$ cat src/etc_pkg.sv
package etc_pkg;

  // core clock and the microsecond tick derived from it
  localparam int unsigned CORE_CLK_HZ = 10_000_000;
  localparam int unsigned TICK_PERIOD_US = 1;
  localparam int unsigned TICK_CYCLES =
    (CORE_CLK_HZ / 1_000_000) * TICK_PERIOD_US;
  localparam int PRESC_W = 4;
  localparam logic [PRESC_W-1:0] PRESC_LAST = PRESC_W'(TICK_CYCLES - 1);
  localparam logic [PRESC_W-1:0] PRESC_RESET = 4'h0;

  localparam int VAL_W = 32;
  localparam logic [VAL_W-1:0] VAL_ZERO = 32'h0000_0000;
  localparam logic [VAL_W-1:0] VAL_ONE = 32'h0000_0001;
  localparam int NUM_SRC = 13;
  localparam int NUM_PINS = 3;

  // launch / clear / count source codes; the code is the index into
  // the source vector built inside the block
  typedef enum logic [3:0] {
    SRC_OFF             = 4'h0,
    SRC_CAPTURE_BEGIN   = 4'h1,
    SRC_CAPTURE_FINISH  = 4'h2,
    SRC_INTEG_BEGIN     = 4'h3,
    SRC_INTEG_FINISH    = 4'h4,
    SRC_IMAGE_BEGIN     = 4'h5,
    SRC_ACCEPTED_FRAME  = 4'h6,
    SRC_REJECTED        = 4'h7,
    SRC_INPUT_PIN_A     = 4'h8,
    SRC_INPUT_PIN_B     = 4'h9,
    SRC_INPUT_PIN_C     = 4'ha,
    SRC_FIRST_TIMER     = 4'hb,
    SRC_FIRST_COUNTER   = 4'hc
  } etc_src_t;

  typedef enum logic [1:0] {
    EDGE_UP     = 2'h0,
    EDGE_DOWN   = 2'h1,
    EDGE_EITHER = 2'h2
  } etc_edge_t;

  typedef enum logic [2:0] {
    TMR_IDLE      = 3'h0,
    TMR_TRIG_WAIT = 3'h1,
    TMR_DELAYING  = 3'h2,
    TMR_ACTIVE    = 3'h3,
    TMR_COMPLETED = 3'h4
  } etc_tmr_state_t;

  // one-cycle camera events, all on core_clk
  typedef struct packed {
    logic capture_begin_event;
    logic capture_finish_event;
    logic integration_begin_event;
    logic integration_finish_event;
    logic image_begin_event;
    logic accepted_frame_trigger;
    logic rejected_trigger;
  } etc_events_t;

  typedef struct packed {
    etc_src_t timer_trigger_select;
    etc_edge_t timer_edge_select;
    logic [VAL_W-1:0] pulse_delay_us;
    logic [VAL_W-1:0] pulse_length_us;
  } etc_timer_cfg_t;

  localparam etc_timer_cfg_t TIMER_CFG_RESET = '{
    timer_trigger_select: SRC_OFF,
    timer_edge_select: EDGE_UP,
    pulse_delay_us: 32'h0000_0000,
    pulse_length_us: 32'h0000_0000
  };

  typedef struct packed {
    logic [NUM_PINS-1:0] pinSync1;
    logic [NUM_PINS-1:0] pinSync2;
    logic [NUM_SRC-1:0] prevSig;
    logic [PRESC_W-1:0] presc;
    etc_timer_cfg_t tcfg;
    etc_tmr_state_t tmrState;
    logic [VAL_W-1:0] delayCnt;
    logic [VAL_W-1:0] elapsed;
    logic timerPulse;
    logic timerDone;
    logic countEnPrev;
    logic counting;
    logic [VAL_W-1:0] count;
    logic counterDone;
  } etc_state_t;

  localparam etc_state_t STATE_RESET = '{
    pinSync1: 3'h0,
    pinSync2: 3'h0,
    prevSig: 13'h0000,
    presc: PRESC_RESET,
    tcfg: TIMER_CFG_RESET,
    tmrState: TMR_IDLE,
    delayCnt: VAL_ZERO,
    elapsed: VAL_ZERO,
    timerPulse: 1'b0,
    timerDone: 1'b0,
    countEnPrev: 1'b0,
    counting: 1'b0,
    count: VAL_ZERO,
    counterDone: 1'b0
  };

endpackage

$ cat src/etc_timer_counter.sv
// Overview of operation
// - with a selection set, timer launches only from the source it picks
// - with selection off, the timer clear command launches the timer
// - capture, integration, image, accepted and rejected events can launch
// - each of three input pins can launch the timer on a transition
// - first timer end or first counter end can launch, for chaining
// - signal sources are detected on rising, falling or either edge
// - output pulse lasts the programmed whole number of microseconds (one for zero); a timer clear command mid-pulse restarts the count
// - elapsed value reports the running count in microseconds
// - timer clear command sets the elapsed count to zero while the timer is enabled
// - with counter launch off, the counter clear command starts counting
// - command-started: further clear command zeroes and restarts at once
// - command-started: event or limit clear zeroes and halts till command
// - limit-launched counter starts as soon as its mode goes active
// - limit-launched: clear command zeroes, counting goes on
// - limit-launched at the limit: end event, count zeroed, counting continues
// - timer reports idle, waiting, delaying, active or completed
// - timer is disabled or active; configuration taken only while disabled
`timescale 1ns/1ps
module etc_timer_counter import etc_pkg::*; (
  // clock and reset
  input wire logic core_clk,
  input wire logic rst_n,
  // camera events and input pins
  input wire etc_events_t events,
  input wire logic [NUM_PINS-1:0] input_pins,
  // timer control
  input wire logic timer_enable_mode,
  input wire etc_timer_cfg_t timer_cfg,
  input wire logic timer_clear_cmd,
  // counter control
  input wire logic count_enable_mode,
  input wire etc_src_t count_launch_select,
  input wire etc_src_t count_clear_select,
  input wire etc_src_t count_event_select,
  input wire etc_edge_t count_edge_select,
  input wire logic [VAL_W-1:0] count_limit,
  input wire logic count_clear_cmd,
  // timer status and output
  output logic timer_pulse,
  output logic first_timer_done,
  output logic [VAL_W-1:0] elapsed_us,
  output etc_tmr_state_t timer_state_report,
  // counter status
  output logic count_limit_reached,
  output logic count_running,
  output logic [VAL_W-1:0] current_count
);

  etc_state_t st;
  etc_state_t next_st;
  logic [NUM_SRC-1:0] sig;
  logic tick;
  logic timerLaunch;
  logic cntHit;
  logic clrHit;
  logic cntLaunchHit;
  logic [VAL_W-1:0] countInc;

  // edge of the selected source; one-cycle events show as a rise
  function automatic logic srcHit(etc_src_t sel, etc_edge_t edgeSel,
                                  logic [NUM_SRC-1:0] now,
                                  logic [NUM_SRC-1:0] prev);
    logic rise;
    logic fall;
    rise = now[sel] & ~prev[sel];
    fall = ~now[sel] & prev[sel];
    if (sel == SRC_OFF) begin
      return 1'b0;
    end
    case (edgeSel)
      EDGE_UP: return rise;
      EDGE_DOWN: return fall;
      EDGE_EITHER: return rise | fall;
      default: return rise;
    endcase
  endfunction

  always_comb begin
    next_st = st;
    // pins pass two flops before anything reads them
    next_st.pinSync1 = input_pins;
    next_st.pinSync2 = st.pinSync1;
    sig = '0;
    sig[SRC_CAPTURE_BEGIN] = events.capture_begin_event;
    sig[SRC_CAPTURE_FINISH] = events.capture_finish_event;
    sig[SRC_INTEG_BEGIN] = events.integration_begin_event;
    sig[SRC_INTEG_FINISH] = events.integration_finish_event;
    sig[SRC_IMAGE_BEGIN] = events.image_begin_event;
    sig[SRC_ACCEPTED_FRAME] = events.accepted_frame_trigger;
    sig[SRC_REJECTED] = events.rejected_trigger;
    sig[SRC_INPUT_PIN_A] = st.pinSync2[0];
    sig[SRC_INPUT_PIN_B] = st.pinSync2[1];
    sig[SRC_INPUT_PIN_C] = st.pinSync2[2];
    sig[SRC_FIRST_TIMER] = st.timerDone;
    sig[SRC_FIRST_COUNTER] = st.counterDone;
    next_st.prevSig = sig;

    // microsecond prescaler
    tick = (st.presc == PRESC_LAST);
    next_st.presc = tick ? PRESC_RESET : st.presc + 4'h1;

    next_st.timerDone = 1'b0;
    next_st.counterDone = 1'b0;

    // ---------------- timer ----------------
    // stored select only: a live edit while active must not launch
    if (st.tcfg.timer_trigger_select == SRC_OFF) begin
      timerLaunch = timer_clear_cmd;
    end else begin
      timerLaunch = srcHit(st.tcfg.timer_trigger_select,
                           st.tcfg.timer_edge_select,
                           sig, st.prevSig);
    end
    if (!timer_enable_mode) begin
      // settings only move in while disabled, so a run never sees them
      // change under it
      next_st.tcfg = timer_cfg;
      next_st.tmrState = TMR_IDLE;
      timerLaunch = 1'b0;
    end else begin
      if (timer_clear_cmd) begin
        next_st.elapsed = VAL_ZERO;
      end
      case (st.tmrState)
        TMR_IDLE: begin
          next_st.tmrState = TMR_TRIG_WAIT;
        end
        TMR_TRIG_WAIT, TMR_COMPLETED: begin
          if (timerLaunch) begin
            next_st.elapsed = VAL_ZERO;
            next_st.delayCnt = VAL_ZERO;
            next_st.tmrState = (st.tcfg.pulse_delay_us == VAL_ZERO) ?
                               TMR_ACTIVE : TMR_DELAYING;
          end
        end
        TMR_DELAYING: begin
          if (tick) begin
            next_st.delayCnt = st.delayCnt + VAL_ONE;
            if (st.delayCnt + VAL_ONE >= st.tcfg.pulse_delay_us) begin
              next_st.tmrState = TMR_ACTIVE;
            end
          end
        end
        TMR_ACTIVE: begin
          if (tick && !timer_clear_cmd) begin
            next_st.elapsed = st.elapsed + VAL_ONE;
            if (st.elapsed + VAL_ONE >= st.tcfg.pulse_length_us) begin
              next_st.tmrState = TMR_COMPLETED;
              next_st.timerDone = 1'b1;
            end
          end
        end
        default: next_st.tmrState = TMR_IDLE;
      endcase
    end
    // restarting the prescaler makes the pulse exactly whole microseconds
    if (timerLaunch && (st.tmrState == TMR_TRIG_WAIT ||
                        st.tmrState == TMR_COMPLETED)) begin
      next_st.presc = PRESC_RESET;
    end
    next_st.timerPulse = (next_st.tmrState == TMR_ACTIVE);

    // ---------------- counter ----------------
    cntHit = srcHit(count_event_select, count_edge_select, sig, st.prevSig);
    clrHit = (count_clear_select != SRC_FIRST_COUNTER) &&
             srcHit(count_clear_select, count_edge_select, sig, st.prevSig);
    cntLaunchHit = srcHit(count_launch_select, count_edge_select,
                          sig, st.prevSig);
    countInc = st.count + VAL_ONE;
    next_st.countEnPrev = count_enable_mode;
    if (!count_enable_mode) begin
      next_st.counting = 1'b0;
    end else if (count_launch_select == SRC_FIRST_COUNTER) begin
      if (!st.countEnPrev) begin
        next_st.counting = 1'b1;
        next_st.count = VAL_ZERO;
      end else if (count_clear_cmd) begin
        next_st.count = VAL_ZERO;
        next_st.counting = 1'b1;
      end else if (st.counting && cntHit) begin
        if (countInc == count_limit) begin
          next_st.counterDone = 1'b1;
          next_st.count = VAL_ZERO;
        end else begin
          next_st.count = countInc;
        end
      end
    end else begin
      if (count_clear_cmd) begin
        next_st.count = VAL_ZERO;
        next_st.counting = 1'b1;
      end else if (clrHit) begin
        next_st.count = VAL_ZERO;
        next_st.counting = 1'b0;
      end else if (!st.counting && cntLaunchHit) begin
        next_st.count = VAL_ZERO;
        next_st.counting = 1'b1;
      end else if (st.counting && cntHit) begin
        next_st.count = countInc;
        if (countInc == count_limit) begin
          next_st.counterDone = 1'b1;
          if (count_clear_select == SRC_FIRST_COUNTER) begin
            next_st.count = VAL_ZERO;
            next_st.counting = 1'b0;
          end
        end
      end
    end
  end

  always_ff @(posedge core_clk or negedge rst_n) begin
    if (!rst_n) begin
      st <= STATE_RESET;
    end else begin
      st <= next_st;
    end
  end

  assign timer_pulse = st.timerPulse;
  assign first_timer_done = st.timerDone;
  assign elapsed_us = st.elapsed;
  assign timer_state_report = st.tmrState;
  assign count_limit_reached = st.counterDone;
  assign count_running = st.counting;
  assign current_count = st.count;

endmodule // etc_timer_counter

$ cat config.mk
export PLATFORM = sky130hd
export DESIGN_NAME = etc_timer_counter
export DESIGN_NICKNAME = d
export VERILOG_FILES = /design/src/etc_pkg.sv /design/src/etc_timer_counter.sv
export SDC_FILE = /design/constraint.sdc
export NUM_CORES = 1
export LEC_CHECK = 0
export ABC_AREA = 1
export BUFFER_PORTS_ARGS = -buffer_cell sky130_fd_sc_hd__buf_2
export CORE_ASPECT_RATIO = 1.4
export CORE_UTILIZATION = 55
export CTS_CLUSTER_SIZE = 14
export DETAILED_ROUTE_END_ITERATION = 10
export GPL_ROUTABILITY_DRIVEN = 0
export PLACE_DENSITY = 0.77
export SLEW_MARGIN = 25
export SYNTH_ARGS = -nofsm -noshare
export SYNTH_HDL_FRONTEND = slang
export SYNTH_SLANG_ARGS = --single-unit
$ cat constraint.sdc
create_clock -name core_clk -period 5.2 [get_ports core_clk]
set_input_delay 0.52 -clock core_clk [delete_from_list [all_inputs] [get_ports core_clk]]
set_output_delay 0.52 -clock core_clk [all_outputs]
set_load 0.05 [all_outputs]
==> flow_summary_export.csv <==
group,metric,value,unit
worst_setup_path,critPathMaxFanout,6,
floorplan,io_pins,203,
logic_synthesis,synth_common_cells,"nand2_1 (629), inv_1 (334), nor2_1 (220), dfrtp_1 (196), o21ai_0 (139)",
floorplan,fp-row-count,71,
floorplan,core-area,26800,µm²
global_routing,grt_pass1_vias,14407,
logic_synthesis,ys_ff_latch,196,
logic_synthesis,yosysMostFrequentCell,"nand2_1",
final_layout,nNetsFinal,2570,
global_routing,grt_pass1_wl,69.5,mm
route,antenna_left,0,
timing,hold_viol,0,
global_routing,grt_max_degree,117,
placement,placed_area,15900,µm²
logic_synthesis,synth-warning-count,0,
worst_setup_path,cp-start-kind,"flip-flop",
logic_synthesis,async_reset_ff_share,100,%
route,wl,42.5,mm
floorplan,initial_core_util,56.1,%
placement,dpl_worst_slack,1100,ps
logic_synthesis,syn-num-nets,2465,
worst_setup_path,arrival,4340,ps
floorplan,die_height,198,µm
worst_setup_path,r2r_cells,21,
final_layout,syn2layout_area_growth,9.28,%
logic_synthesis,synth_cell_types,45,
global_routing,gr-usage-all-layers,31.4,%
route,drc,0,
min_path,hp-class,"input pin to async pin",
placement,io_buffer_count,202,
clocking,root_buffer,"clkbuf_16",
worst_setup_path,r2r_setup_slack,1170,ps
timing,post-route-period-util,77.5,%
logic_synthesis,synthTopCellsByArea,"dfrtp_1 (33%), nand2_1 (16%), inv_1 (8.3%)",
status,status,"completed",
clocking,cts_sinks,196,
route,wl_per_cell,15.5,µm
power_and_ir_drop,p_per_area,267,nW/µm²
timing,post-route-min-period,4030,ps
timing,finClkSkew,11.7,ps
clocking,numCtsBuffers,17,
route,first_pass_iters,7,
timing,fin_ws,1170,ps
floorplan,dieArea,28000,µm²
clocking,clockBufferDepth,2,
timing,slew_headroom,34.0,%
worst_setup_path,r2r-end,"timer_state_report[0]$_DFF_PN0_",
timing,rsz0062_at_grt,"no",
power_and_ir_drop,leakagePower,8.51,nW
timing,holdWs,65.0,ps
clocking,clk_transition_reported_paths,70,ps
route,drt-initial-drc-count,956,
timing,worstMarginPinSlew,988,ps
final_layout,drive_gt1_share,11.6,%
clocking,post_cts_buffers,0,
timing,finalMaxSlewViolations,0,
clocking,holdBufCountCts,0,
logic_synthesis,synth_top_cell_by_area,"dfrtp_1",
global_routing,grt_overflow,0,
logic_synthesis,synth_edf_count,0,
clocking,cts_tree,"yes",
logic_synthesis,synthFlopType,"dfrtp_1",
route,vias_per_cell,5.52,
worst_setup_path,crit_path_end_kind,"flip-flop",
timing,max_freq,248,MHz
clocking,post_cts_resized,0,
clocking,h-tree-depth,4,
logic_synthesis,avgSynthCellArea,6.68,µm²
worst_setup_path,r2r-start,"elapsed_us[0]$_DFFE_PN0P_",
logic_synthesis,ys_seq_area_share,32.6,%
timing,setup_viol,0,
power_and_ir_drop,peakVddDrop,0.000234,V
worst_setup_path,path_class,"flip-flop to flip-flop",
flow_run,cap_violations,0,
global_routing,antenna_found_initial,3,
clocking,clock_latency,460,ps
final_layout,fillers,2536,
final_layout,instances_no_fill,2738,
final_layout,finalInstanceArea,16400,µm²
logic_synthesis,yosysTopAreaCellShare,32.6,%
logic_synthesis,syn-instance-count,2252,
worst_setup_path,worstPathRequired,5510,ps
placement,dp_hpwl,31.7,mm
logic_synthesis,synth_area,15000,µm²
timing,setup_tns,0,ps
placement,dp_cells,2703,
route,num_vias,15117,
floorplan,fp.dieW,142,µm
## area by class of cell
type / count / area, µm² / share of cell area, %
Clock buffer: 22 / 474 / 2.89
Sequential cell: 196 / 4900 / 29.8
Multi-Input combinational cell: 1593 / 8140 / 49.5
Timing Repair Buffer: 207 / 1070 / 6.51
Clock inverter: 10 / 97.6 / 0.594
Tap cell: 365 / 457 / 2.78
Inverter: 342 / 1290 / 7.83
Antenna cell: 3 / 7.51 / 0.0457
## per-layer routing
metal	track usage (%)	routed length (µm)	part of all wire, %
met4	18.8	2320	5.5
met3	4.27	2580	6.1
met2	55.6	21200	50
met1	35.7	16400	38
met5	0	0	0
## report_power, final
group | switching, mW | internal, mW | leakage (nW) | total [mW]
Clock | 0.622 | 0.704 | 0.279 | 1.33
Sequential | 0.136 | 1.68 | 2.51 | 1.82
Combinational | 0.828 | 0.411 | 5.72 | 1.24
Total | 1.59 | 2.79 | 8.51 | 4.38
## registers in the layout (all words and copies together) (netlist names)
signal	count
count_limit_reached	1
count_running	1
current_count	32
elapsed_us	32
first_timer_done	1
next_st	6
st	119
timer_pulse	1
timer_state_report	3
## critical path: stages, from the launching register on
cell,delay (ps)
dfrtp_1,450
ha_1,220
nand2_1,70
nor2_2,160
nand2_1,130
nor2_2,190
nand3_1,170
nor3_2,240
nand3_1,180
nor2_1,260
nand3_1,110
nand2_1,120
inv_1,60
ha_1,270
nand2_1,60
nor3_1,380
and3_1,220
nand2_1,80
nand2_1,130
nand2_1,100
a21oi_1,210
nor2_1,60
## cells in the final DEF (no fill, tap or decap), drive strengths merged, types with 3 or more instances in the layout
cell type	Yosys	final
a211oi	7	7
a21oi	115	115
a221oi	7	7
a22oi	15	15
a31oi	6	6
and3	3	3
buf	71	206
clkbuf	50	23
clkinv	4	7
dfrtp	196	196
diode	0	3
ha	81	81
inv	338	342
nand2	635	635
nand3	129	129
nand3b	13	13
nand4	29	29
nor2	238	238
nor3	34	34
nor4	16	16
o211ai	22	22
o21a	7	7
o21ai	145	145
o221ai	5	5
o22ai	25	25
o311ai	3	3
or2	3	3
xor2	44	44
## worst max-delay path by stage
stage	start	to	slack, ps	cells after the start
after floorplan	st[71]$_DFFE_PN0P_	timer_state_report[0]$_DFF_PN0_	2080	21
after global placement	elapsed_us[0]$_DFFE_PN0P_	timer_state_report[0]$_DFF_PN0_	1290	21
after detailed placement	count_launch_select[0]	current_count[3]$_DFFE_PN0P_	1100	17
after CTS	elapsed_us[0]$_DFFE_PN0P_	timer_state_report[0]$_DFF_PN0_	1220	21
after global routing	elapsed_us[0]$_DFFE_PN0P_	timer_state_report[0]$_DFF_PN0_	810	21
final	elapsed_us[0]$_DFFE_PN0P_	timer_state_report[0]$_DFF_PN0_	1170	21
## cell families (layout without fill, tap and decap cells)
family                   after synthesis  in the layout  share of synthesized area [%]
AO/OA/AOI/OAI                        367            367                           13.9
other                                  0              3                              0
XOR/XNOR                              44             44                           2.56
flip-flops                           196            196                           32.6
adder cells (fa/ha/maj)               81             81                           6.74
buffers and inverters                463            581                           13.4
AND/OR/NAND/NOR                     1101           1101                           30.8
## metrics by stage
stage,total power [mW],utilization [%]
after global placement,3.01,59.1
after global routing,4.64,61.3
after detailed placement,3.06,59.1
after CTS,4.39,61.2
final,4.38,61.3
after floorplan,2.73,-
Note: power is estimated with default switching activity, not from simulation.
